<file path="src/common/addr_match_defines.svh">
`ifndef ADDR_MATCH_DEFINES_SVH
`define ADDR_MATCH_DEFINES_SVH

// Register byte offsets on the Avalon-MM slave
`define OFS_PRIMARY_OWN_ADDRESS 5'h00
`define OFS_SECOND_OWN_ADDRESS 5'h04
`define OFS_THIRD_OWN_ADDRESS 5'h08
`define OFS_ADDRESS_MASK_CONTROL 5'h0c
`define OFS_ADDRESS_MATCH_STATUS 5'h10

// Field positions
`define BIT_EXTRA_ADDRESS_ENABLE 0
`define BIT_TRANSMIT_SWITCH_MASK 0
`define BIT_SECOND_MATCH_FLAG 7
`define BIT_THIRD_MATCH_FLAG 6
`define BIT_READ_DIRECTION 0

// Reset values
`define RST_OWN_ADDRESS 8'h00
`define RST_MASK_CONTROL 8'h00
`define RST_MATCH_FLAG 1'b0

// Bits in the first frame after a start condition
`define FRAME_BITS 4'h8

`endif

</file>
<file path="src/common/addr_match_pkg.sv">
package addr_match_pkg;

  typedef enum logic [1:0] {
    FR_IDLE,
    FR_SHIFT,
    FR_WAIT
  } frame_state_t;

endpackage

</file>
<file path="src/rtl/slave_address_match.sv">
// The address map and the Avalon-MM interface to the registers are this design's own decisions.
`timescale 1ns/1ns
`include "addr_match_defines.svh"

// Summary of operation
// - Match first frame upper bits to primary address
// - Second address recognised only when enabled
// - Third address recognised only when enabled
// - Mask bit one forces that bit matching
// - Masking affects primary address only
// - Read bit sets direction and empty flags
// - Switch mask one leaves both flags alone
// - Second address hit in receive mode sets bit 7 flag
// - Third address hit in receive mode sets bit 6 flag
// - Flag clears by writing 0 after reading 1
// - Status bits 5 to 0 read zero
// - All five registers reset to zero

module slave_address_match
  import addr_match_pkg::*;
(
  input wire logic mclk, // System clock, 25 MHz
  input wire logic nrst, // Async reset, active low
  input wire logic [4:0] avs_address, // Avalon byte address
  input wire logic avs_read, // Avalon read request
  input wire logic avs_write, // Avalon write request
  input wire logic [31:0] avs_writedata, // Avalon write data
  output logic [31:0] avs_readdata, // Avalon read data
  output logic avs_waitrequest, // Avalon wait, high stalls
  input wire logic scl_pin, // Serial clock pin level
  input wire logic sda_pin, // Serial data pin level
  input wire logic slave_mode, // Engine is in slave mode
  input wire logic clear_transmit_direction, // Engine clears direction
  input wire logic clear_transmit_empty, // Engine clears empty flag
  output logic addressed, // Device selected since last frame
  output logic address_match_pulse, // One cycle on any hit
  output logic transmit_direction_bit, // Slave transmit mode
  output logic transmit_empty_flag // Transmit buffer empty
);

  // ------------------------------------------------------------
  // First frame from the bus
  // ------------------------------------------------------------
  logic [7:0] frame_byte;
  logic frame_valid;
  logic frame_stop;

  first_frame_capture u_capture (
    .mclk(mclk),
    .nrst(nrst),
    .scl_pin(scl_pin),
    .sda_pin(sda_pin),
    .frame_byte(frame_byte),
    .frame_valid(frame_valid),
    .frame_stop(frame_stop)
  );

  // ------------------------------------------------------------
  // Register bus slave
  // ------------------------------------------------------------
  logic ack;
  logic next_ack;
  logic rd_take;
  logic wr_take;
  logic [31:0] next_readdata;
  logic [7:0] primary_own_address;
  logic [7:0] second_own_address;
  logic [7:0] third_own_address;
  logic [7:0] address_mask_control;
  logic [7:0] next_primary;
  logic [7:0] next_second;
  logic [7:0] next_third;
  logic [7:0] next_mask;
  logic second_match_flag;
  logic third_match_flag;
  logic [7:0] address_match_status;

  // Every access costs one wait cycle so read data can come from a flop
  assign next_ack = (avs_read | avs_write) & ~ack;
  assign avs_waitrequest = (avs_read | avs_write) & ~ack;
  assign rd_take = avs_read & ack;
  assign wr_take = avs_write & ack;

  assign address_match_status = {second_match_flag, third_match_flag, 6'h00};

  always_comb begin
    next_readdata = avs_readdata;
    if ((avs_read | avs_write) & ~ack) begin
      case (avs_address)
        `OFS_PRIMARY_OWN_ADDRESS: next_readdata = {24'h000000, primary_own_address};
        `OFS_SECOND_OWN_ADDRESS: next_readdata = {24'h000000, second_own_address};
        `OFS_THIRD_OWN_ADDRESS: next_readdata = {24'h000000, third_own_address};
        `OFS_ADDRESS_MASK_CONTROL: next_readdata = {24'h000000, address_mask_control};
        `OFS_ADDRESS_MATCH_STATUS: next_readdata = {24'h000000, address_match_status};
        default: next_readdata = 32'h00000000;
      endcase
    end
  end

  always_comb begin
    next_primary = primary_own_address;
    next_second = second_own_address;
    next_third = third_own_address;
    next_mask = address_mask_control;
    if (wr_take) begin
      case (avs_address)
        // Bit 0 is plain storage; software keeps it at zero
        `OFS_PRIMARY_OWN_ADDRESS: next_primary = avs_writedata[7:0];
        `OFS_SECOND_OWN_ADDRESS: next_second = avs_writedata[7:0];
        `OFS_THIRD_OWN_ADDRESS: next_third = avs_writedata[7:0];
        `OFS_ADDRESS_MASK_CONTROL: next_mask = avs_writedata[7:0];
        default: next_mask = address_mask_control;
      endcase
    end
  end

  always_ff @(posedge mclk or negedge nrst) begin
    if (!nrst) begin
      ack <= 1'b0;
      avs_readdata <= 32'h00000000;
      primary_own_address <= `RST_OWN_ADDRESS;
      second_own_address <= `RST_OWN_ADDRESS;
      third_own_address <= `RST_OWN_ADDRESS;
      address_mask_control <= `RST_MASK_CONTROL;
    end else begin
      ack <= next_ack;
      avs_readdata <= next_readdata;
      primary_own_address <= next_primary;
      second_own_address <= next_second;
      third_own_address <= next_third;
      address_mask_control <= next_mask;
    end
  end

  // ------------------------------------------------------------
  // Address comparison
  // ------------------------------------------------------------
  logic [7:1] bit_ok;
  logic primary_hit;
  logic second_hit;
  logic third_hit;
  logic any_hit;
  logic rx_mode;

  genvar gi;
  generate
    for (gi = 1; gi < 8; gi = gi + 1) begin : g_mask
      assign bit_ok[gi] = address_mask_control[gi] |
                          (primary_own_address[gi] == frame_byte[gi]);
    end
  endgenerate

  // Unique own addresses keep two slaves from answering one frame
  assign primary_hit = &bit_ok;
  // The extra addresses compare exactly, the mask does not reach them
  assign second_hit = second_own_address[`BIT_EXTRA_ADDRESS_ENABLE] &
                      (second_own_address[7:1] == frame_byte[7:1]);
  assign third_hit = third_own_address[`BIT_EXTRA_ADDRESS_ENABLE] &
                     (third_own_address[7:1] == frame_byte[7:1]);
  assign any_hit = frame_valid & slave_mode &
                   (primary_hit | second_hit | third_hit);
  assign rx_mode = slave_mode & ~transmit_direction_bit;

  // ------------------------------------------------------------
  // Match state and recognition flags
  // ------------------------------------------------------------
  logic armed_second;
  logic armed_third;
  logic next_armed_second;
  logic next_armed_third;
  logic next_second_flag;
  logic next_third_flag;
  logic next_addressed;
  logic next_tx_dir;
  logic next_tx_empty;
  logic status_rd;
  logic status_wr;

  assign status_rd = rd_take & (avs_address == `OFS_ADDRESS_MATCH_STATUS);
  assign status_wr = wr_take & (avs_address == `OFS_ADDRESS_MATCH_STATUS);

  always_comb begin
    next_armed_second = armed_second;
    next_armed_third = armed_third;
    next_second_flag = second_match_flag;
    next_third_flag = third_match_flag;
    // Arm on the value software actually saw, not a later set
    if (status_rd & avs_readdata[`BIT_SECOND_MATCH_FLAG]) begin
      next_armed_second = 1'b1;
    end
    if (status_rd & avs_readdata[`BIT_THIRD_MATCH_FLAG]) begin
      next_armed_third = 1'b1;
    end
    if (status_wr & armed_second & ~avs_writedata[`BIT_SECOND_MATCH_FLAG]) begin
      next_second_flag = 1'b0;
      next_armed_second = 1'b0;
    end
    if (status_wr & armed_third & ~avs_writedata[`BIT_THIRD_MATCH_FLAG]) begin
      next_third_flag = 1'b0;
      next_armed_third = 1'b0;
    end
    // A new hit wins over a clear in the same cycle
    if (frame_valid & rx_mode & second_hit) begin
      next_second_flag = 1'b1;
    end
    if (frame_valid & rx_mode & third_hit) begin
      next_third_flag = 1'b1;
    end
  end

  always_comb begin
    next_addressed = addressed;
    next_tx_dir = transmit_direction_bit;
    next_tx_empty = transmit_empty_flag;
    if (frame_valid | frame_stop) begin
      next_addressed = 1'b0;
    end
    if (clear_transmit_direction) begin
      next_tx_dir = 1'b0;
    end
    if (clear_transmit_empty) begin
      next_tx_empty = 1'b0;
    end
    if (any_hit) begin
      next_addressed = 1'b1;
      if (~address_mask_control[`BIT_TRANSMIT_SWITCH_MASK] &
          frame_byte[`BIT_READ_DIRECTION]) begin
        next_tx_dir = 1'b1;
        next_tx_empty = 1'b1;
      end
    end
  end

  always_ff @(posedge mclk or negedge nrst) begin
    if (!nrst) begin
      armed_second <= 1'b0;
      armed_third <= 1'b0;
      second_match_flag <= `RST_MATCH_FLAG;
      third_match_flag <= `RST_MATCH_FLAG;
      addressed <= 1'b0;
      address_match_pulse <= 1'b0;
      transmit_direction_bit <= 1'b0;
      transmit_empty_flag <= 1'b0;
    end else begin
      armed_second <= next_armed_second;
      armed_third <= next_armed_third;
      second_match_flag <= next_second_flag;
      third_match_flag <= next_third_flag;
      addressed <= next_addressed;
      address_match_pulse <= any_hit;
      transmit_direction_bit <= next_tx_dir;
      transmit_empty_flag <= next_tx_empty;
    end
  end
endmodule // slave_address_match

</file>
<file path="src/rtl/first_frame_capture.sv">
`timescale 1ns/1ns
`include "addr_match_defines.svh"

module first_frame_capture
  import addr_match_pkg::*;
(
  input wire logic mclk, // System clock
  input wire logic nrst, // Async reset, active low
  input wire logic scl_pin, // Serial clock from the bus
  input wire logic sda_pin, // Serial data from the bus
  output logic [7:0] frame_byte, // First frame after start
  output logic frame_valid, // One-cycle pulse, frame_byte ready
  output logic frame_stop // One-cycle pulse on stop condition
);

  // ------------------------------------------------------------
  // Pin synchronisers
  // ------------------------------------------------------------
  logic [1:0] sync_a;
  logic [1:0] sync_b;
  logic [1:0] line_d;
  logic scl_s;
  logic sda_s;
  logic scl_rise;
  logic start_det;
  logic stop_det;

  always_ff @(posedge mclk or negedge nrst) begin
    if (!nrst) begin
      sync_a <= 2'h3;
      sync_b <= 2'h3;
      line_d <= 2'h3;
    end else begin
      sync_a <= {scl_pin, sda_pin};
      sync_b <= sync_a;
      line_d <= sync_b;
    end
  end

  assign scl_s = sync_b[1];
  assign sda_s = sync_b[0];
  assign scl_rise = scl_s & ~line_d[1];
  // Both conditions need SCL high before and after the SDA edge
  assign start_det = scl_s & line_d[1] & ~sda_s & line_d[0];
  assign stop_det = scl_s & line_d[1] & sda_s & ~line_d[0];

  // ------------------------------------------------------------
  // First-frame shifter
  // ------------------------------------------------------------
  frame_state_t state;
  frame_state_t next_state;
  logic [3:0] count;
  logic [3:0] next_count;
  logic [7:0] shift;
  logic [7:0] next_shift;
  logic [7:0] next_frame_byte;
  logic next_frame_valid;

  always_comb begin
    next_state = state;
    next_count = count;
    next_shift = shift;
    next_frame_byte = frame_byte;
    next_frame_valid = 1'b0;
    case (state)
      FR_IDLE: begin
      end
      FR_SHIFT: begin
        if (scl_rise) begin
          next_shift = {shift[6:0], sda_s};
          next_count = count + 4'h1;
          if (count == `FRAME_BITS - 4'h1) begin
            next_frame_byte = {shift[6:0], sda_s};
            next_frame_valid = 1'b1;
            // Later frames belong to the protocol engine
            next_state = FR_WAIT;
          end
        end
      end
      FR_WAIT: begin
      end
      default: next_state = FR_IDLE;
    endcase
    if (stop_det) begin
      next_state = FR_IDLE;
    end
    // A repeated start opens a new first frame
    if (start_det) begin
      next_state = FR_SHIFT;
      next_count = 4'h0;
    end
  end

  always_ff @(posedge mclk or negedge nrst) begin
    if (!nrst) begin
      state <= FR_IDLE;
      count <= 4'h0;
      shift <= 8'h00;
      frame_byte <= 8'h00;
      frame_valid <= 1'b0;
      frame_stop <= 1'b0;
    end else begin
      state <= next_state;
      count <= next_count;
      shift <= next_shift;
      frame_byte <= next_frame_byte;
      frame_valid <= next_frame_valid;
      frame_stop <= stop_det;
    end
  end

endmodule // first_frame_capture

</file>
<file path="config.mk">
export PLATFORM = sky130hd
export DESIGN_NAME = slave_address_match
export DESIGN_NICKNAME = d
export VERILOG_FILES = /design/src/common/addr_match_pkg.sv /design/src/rtl/slave_address_match.sv /design/src/rtl/first_frame_capture.sv
export VERILOG_INCLUDE_DIRS = /design/src /design/src/common
export SDC_FILE = /design/constraint.sdc
export NUM_CORES = 1
export LEC_CHECK = 0
export BUFFER_PORTS_ARGS = -buffer_cell sky130_fd_sc_hd__buf_2
export CELL_PAD_IN_SITES_DETAIL_PLACEMENT = 1
export CELL_PAD_IN_SITES_GLOBAL_PLACEMENT = 2
export CORE_MARGIN = 3
export CORE_UTILIZATION = 28
export DETAILED_ROUTE_END_ITERATION = 8
export PLACE_DENSITY = 0.64
export SYNTH_ARGS = -nofsm -noshare
export SYNTH_HDL_FRONTEND = slang
export SYNTH_HIERARCHICAL = 1
export SYNTH_SLANG_ARGS = --single-unit
</file>
<file path="constraint.sdc">
create_clock -name mclk -period 3.8 [get_ports mclk]
set_input_delay 0.57 -clock mclk [delete_from_list [all_inputs] [get_ports mclk]]
set_output_delay 0.57 -clock mclk [all_outputs]
set_load 0.005 [all_outputs]
</file>
## After elaboration in Yosys (flattened, before gate mapping)

Index checks and enable logic that the tools add are counted.

- Add/subtract/negate cells: 1
- Equality and inequality tests: 19
- Muxes and demuxes: 28
- Bitwise logic cells: 45
- Reductions and logical operators: 19

Operators with widths:

| cell | count |
|---|---|
| one-hot mux 8 bit (5 select lines) | 1 |
| bitwise AND 1 bit | 26 |
| 2-to-1 mux 1 bit | 19 |
| equality test 7 bit | 2 |
| nonzero test 2 bit | 7 |
| 2-to-1 mux 4 bit | 3 |
| AND reduction 2 bit | 6 |
| bitwise OR 1 bit | 11 |
| equality test 5 x 4 -> 1 bit, second input constant | 2 |
| 2-to-1 mux 2 bit | 4 |
| inequality test 4 x 1 -> 1 bit, second input constant | 2 |
| inverter 1 bit | 8 |
| equality test 1 bit | 7 |
| AND reduction 7 bit | 1 |
| AND reduction 3 bit | 2 |
| equality test 5 x 3 -> 1 bit, second input constant | 1 |
| equality test 5 bit, second input constant | 1 |
| logical NOT 5 bit | 1 |
| adder 4 x 1 -> 4 bit, second input constant | 1 |
| equality test 4 x 3 -> 1 bit, second input constant | 1 |
| one-hot mux 2 bit (2 select lines) | 1 |
| inequality test 3 x 1 -> 1 bit, second input constant | 1 |
| equality test 2 x 1 -> 1 bit, second input constant | 1 |
| equality test 2 bit, second input constant | 1 |
| other kinds (2) | 2 |

- Flip-flop bits (word level): 102
- Logic and storage cells: 135

## Longest topological paths before layout

- Depth in word-level cells: 7
- Gate-level depth with buffers: 7
- Mapped depth without buffers: 5

## Cells and area by module

The synthesis kept the hierarchy.

By module, submodules not included:

| module | instances | cells each | area an instance (um2) |
|---|---|---|---|
| slave_address_match | 1 | 207 | 2,592.5 |
| first_frame_capture | 1 | 75 | 1,166.1 |

## Worst setup path before layout

OpenSTA, ideal clock, no wires.

- Path type: input -> register
- Start point: input avs_address[1]
- End point: register third_own_address[0]
- Arrival: 1.651 ns
- Data required time: 3.675 ns
- Path slack: 2.024 ns
- Cell stages on the path: 4
- Buffers on the path: 0
- Cell sequence: nor3_4 -> nand3_2 -> nor3b_4 -> mux2_2

- Cells in the longest elaborated chain, start to end: 2

Ends and longest elaborated chain:

| item | RTL line | source |
|---|---|---|
| start: declaration | slave_address_match.sv:24 | `input wire logic [4:0] avs_address,` |
| equality test 5 x 4 -> 1 bit | slave_address_match.sv:106 | `case (avs_address)` |
| AND reduction 2 bit (no line) | - |  |
| end signal: assignment | slave_address_match.sv:123 | `` third_own_address <= `RST_OWN_ADDRESS; `` |
| end signal: assignment | slave_address_match.sv:130 | `third_own_address <= next_third;` |
| end: declaration | slave_address_match.sv:68 | `logic [7:0] third_own_address;` |

Every way passes these cells.
A chain may end at the register's enable or synchronous reset.

## Worst setup path in the final report

- Start point: register ack
- End point: output avs_waitrequest

- Cells in the longest elaborated chain, start to end: 2

Ends and longest elaborated chain:

| item | RTL line | source |
|---|---|---|
| start: declaration | slave_address_match.sv:61 | `logic ack;` |
| start signal: assignment | slave_address_match.sv:126 | `ack <= next_ack;` |
| inverter 1 bit | slave_address_match.sv:80 | `assign avs_waitrequest = (avs_read \| avs_write) & ~ack;` |
| bitwise AND 1 bit | slave_address_match.sv:80 |  |
| end: declaration | slave_address_match.sv:29 | `output logic avs_waitrequest,` |

Every way passes these cells.

==> run metrics <==
most common flop cell mapped by yosys=dfrtp_1; clock power share=0.391; Post-synth EDFFs=0; RSZ-0062 raised after global routing=false; CTS Hold Bufs=0; final wirelength=8.07 mm; area of the mapped netlist=0.00376 mm²; final setup skew=slightly below 8 ps; worst hold margin=330 ps; VDD IR max=around 0.00019 V; final setup margin=1780 ps; routed length per instance=approximately 16 µm; clock sinks=78; GR Overflow Total=0; Final #Nets=between 300 and 400; Seq cells post-synth=78; first-pass GRT wire length=13.3 mm; Sw Pwr=around 630 µW; fmax=approximately 500 MHz; Die Y=approximately 120 µm; worst hold start=scl_pin; Die Width=roughly 120 µm; setup bufs post-CTS=0; io pins=between 80 and 90; Final min period=2020 ps; R2R setup slack=~2000 ps; overall global routing resource usage=0.118; top cell type's share of synthesized area=0.479; Min-Delay Path Class=in -> reg; fill count=between 1000 and 1500; CTS tree=done; WP data arrival=roughly 1500 ps; DR pass1 iterations=4; Initial Util=0.292; endpoints failing hold=0; Seq/Total Area, Yosys=0.521; measured slew at the worst slew-check pin=997 ps; RR Endpoint=u_capture/frame_byte[3]$_DFFE_PN0P_; Flop pwr share=0.448; placed wire-length estimate=approximately 5.7 mm; total power=approximately 2.5 mW; vias in the first global route=2428; P_int=1.83 mW; root buf cell=clkbuf_16; CTS buffer count=9; top cells by count, synth=72 x dfrtp_1, 39 x mux2_2, 25 x buf_4; Rows=41; WHS Endpoint=u_capture/sync_a[1]$_DFF_PN1_; Die Area=around 0.015 mm²; Final Slew Violations=0; CTS Buffer Depth=2; Yosys top cell by area=dfrtp_1; crit end category=primary output; static leakage=~2 nW; total number of vias=about 2200; share of layout cells above drive strength 1=0.369; Yosys cell types=between 40 and 50; Final setup viols=0; Hold Crit Depth=1; Synth area leaders=dfrtp_1 48%, mux2_2 12%, xnor2_1 5.1%, buf_4 5.0%, dfstp_2 4.2%; Combinational Power Share=0.162; critical path data required time=around 3200 ps; # H-tree levels=3; gpl congestion=roughly 0.73; Final Cycle Share=0.531; area of the multi-input gates=around 0.0016 mm²; initial antenna violation count=0; initial drt markers=120; clock latency on the worst-skew pair=~340 ps; Pwr Density=approximately 570 mW/mm²; Setup CP Type=reg -> out; setup tns final=0 ps; asr flop ratio synth=1.00; FF/Latch Area=roughly 0.0020 mm²; Residual DRC=0; Warnings, synthesis=6; Reg-to-Reg Start=u_capture/sync_b[1]$_DFF_PN1_; status=completed; Crit Path Max Fanout=9; Antenna Cells=0; Final ANT Viol Nets=0; vias per cell=around 4.5; Rel. slew slack=0.335; PostCTS Resize Cnt=0; sw frac=0.257; Worst-path clk slew=roughly 60 ps; reg2reg path depth=3; Post-Syn Instances=~280; most common cell in the synthesized netlist=dfrtp_1; Max Cap Viol=0; Area Overhead vs Synth=15.3%; I/O Buffers=34; Post-Syn Area per Cell=approximately 13 µm²; core area=0.0129 mm²; critical path launch point=ack$_DFF_PN0_; pre-CTS setup slack=about 1600 ps; largest net degree at the start of global routing=between 70 and 80; Setup crit start kind=register
how the worst max path moves through the flow:
stage | endpoint | slack, ps
after global routing | avs_waitrequest | 1680
final | avs_waitrequest | 1780
after detailed placement | third_own_address[0]$_DFFE_PN0P_ | 1590
after CTS | avs_waitrequest | 1760
after floorplan | third_own_address[0]$_DFFE_PN0P_ | 2020
after global placement | third_own_address[7]$_DFFE_PN0P_ | 1620
worst max-delay path, cell delays in order, from the launching register on:
cell and delay (ps):
dfrtp_1 430, or2_2 410, inv_1 140, buf_2 130
logic make-up (layout without fill, tap and decap cells):
| kind of cell | after synthesis | count (layout) | share of synthesized area |
|---|---|---|---|
| flops | 78 | 78 | 0.521 |
| mux | 58 | 58 | 0.198 |
| simple gates | 55 | 55 | 0.0945 |
| buf+inv | 37 | 57 | 0.0692 |
| compound gates | 29 | 29 | 0.0589 |
| xor+xnor | 23 | 23 | 0.0536 |
| fa+ha+maj | 1 | 1 | 0.00333 |
| other cells | 1 | 24 | 0.000998 |
per-stage QoR:
stage,area (µm²),utilization,cells
finish,4330,0.337,497
global route,4330,0.337,497
CTS,4330,0.337,497
detailed placement,4000,0.311,481
global placement,4000,0.311,481
floorplan,3840,-,305
power by group through the flow:
stage / clock, mW / combinational [mW] / sequential (mW)
after floorplan: 0 / 0.329 / 1.07
after global placement: 0 / 0.398 / 1.11
after detailed placement: 0 / 0.408 / 1.12
after CTS: 0.993 / 0.410 / 1.10
after global routing: 1.03 / 0.450 / 1.12
final: 0.960 / 0.397 / 1.10
flip-flops by register name (all words and copies together), names as in the netlist, 4 cells and up:
signal,cells
address_mask_control,8
third_own_address,8
u_capture/shift,7
second_own_address,8
primary_own_address,8
avs_readdata,8
u_capture/frame_byte,8
u_capture/count,4
cells in the final DEF (no fill, tap or decap), types with 3 or more instances in the layout:
master / instances
nand2b_1: 4
nand2_1: 9
mux2_4: 8
o22ai_1: 5
clkbuf_16: 9
buf_2: 33
xnor2_1: 22
a22o_1: 8
nor2_1: 10
inv_1: 7
o21ai_0: 3
nand4_1: 5
conb_1: 24
dfstp_2: 6
mux4_2: 6
clkbuf_8: 3
nand3_1: 4
dfrtp_1: 72
mux2i_1: 5
a21oi_1: 3
and3_1: 4
mux2_2: 39
metal layers:
layer	up-vias	GRT usage	part of all wire
li1	1044	-	-
met1	1138	0.148	0.43
met2	50	0.194	0.50
met3	12	0.0357	0.048
met4	0	0.0441	0.016
met5	-	0	0
cell type report:
cell class,instances,share of cell area
clock buffer,13,0.0624
clock inverter,3,0.0150
inverter,7,0.00606
multi-input combinational,190,0.375
sequential,78,0.452
tap,172,0.0497
timing repair buffer,34,0.0398
(Power assumes the default switching activity.)
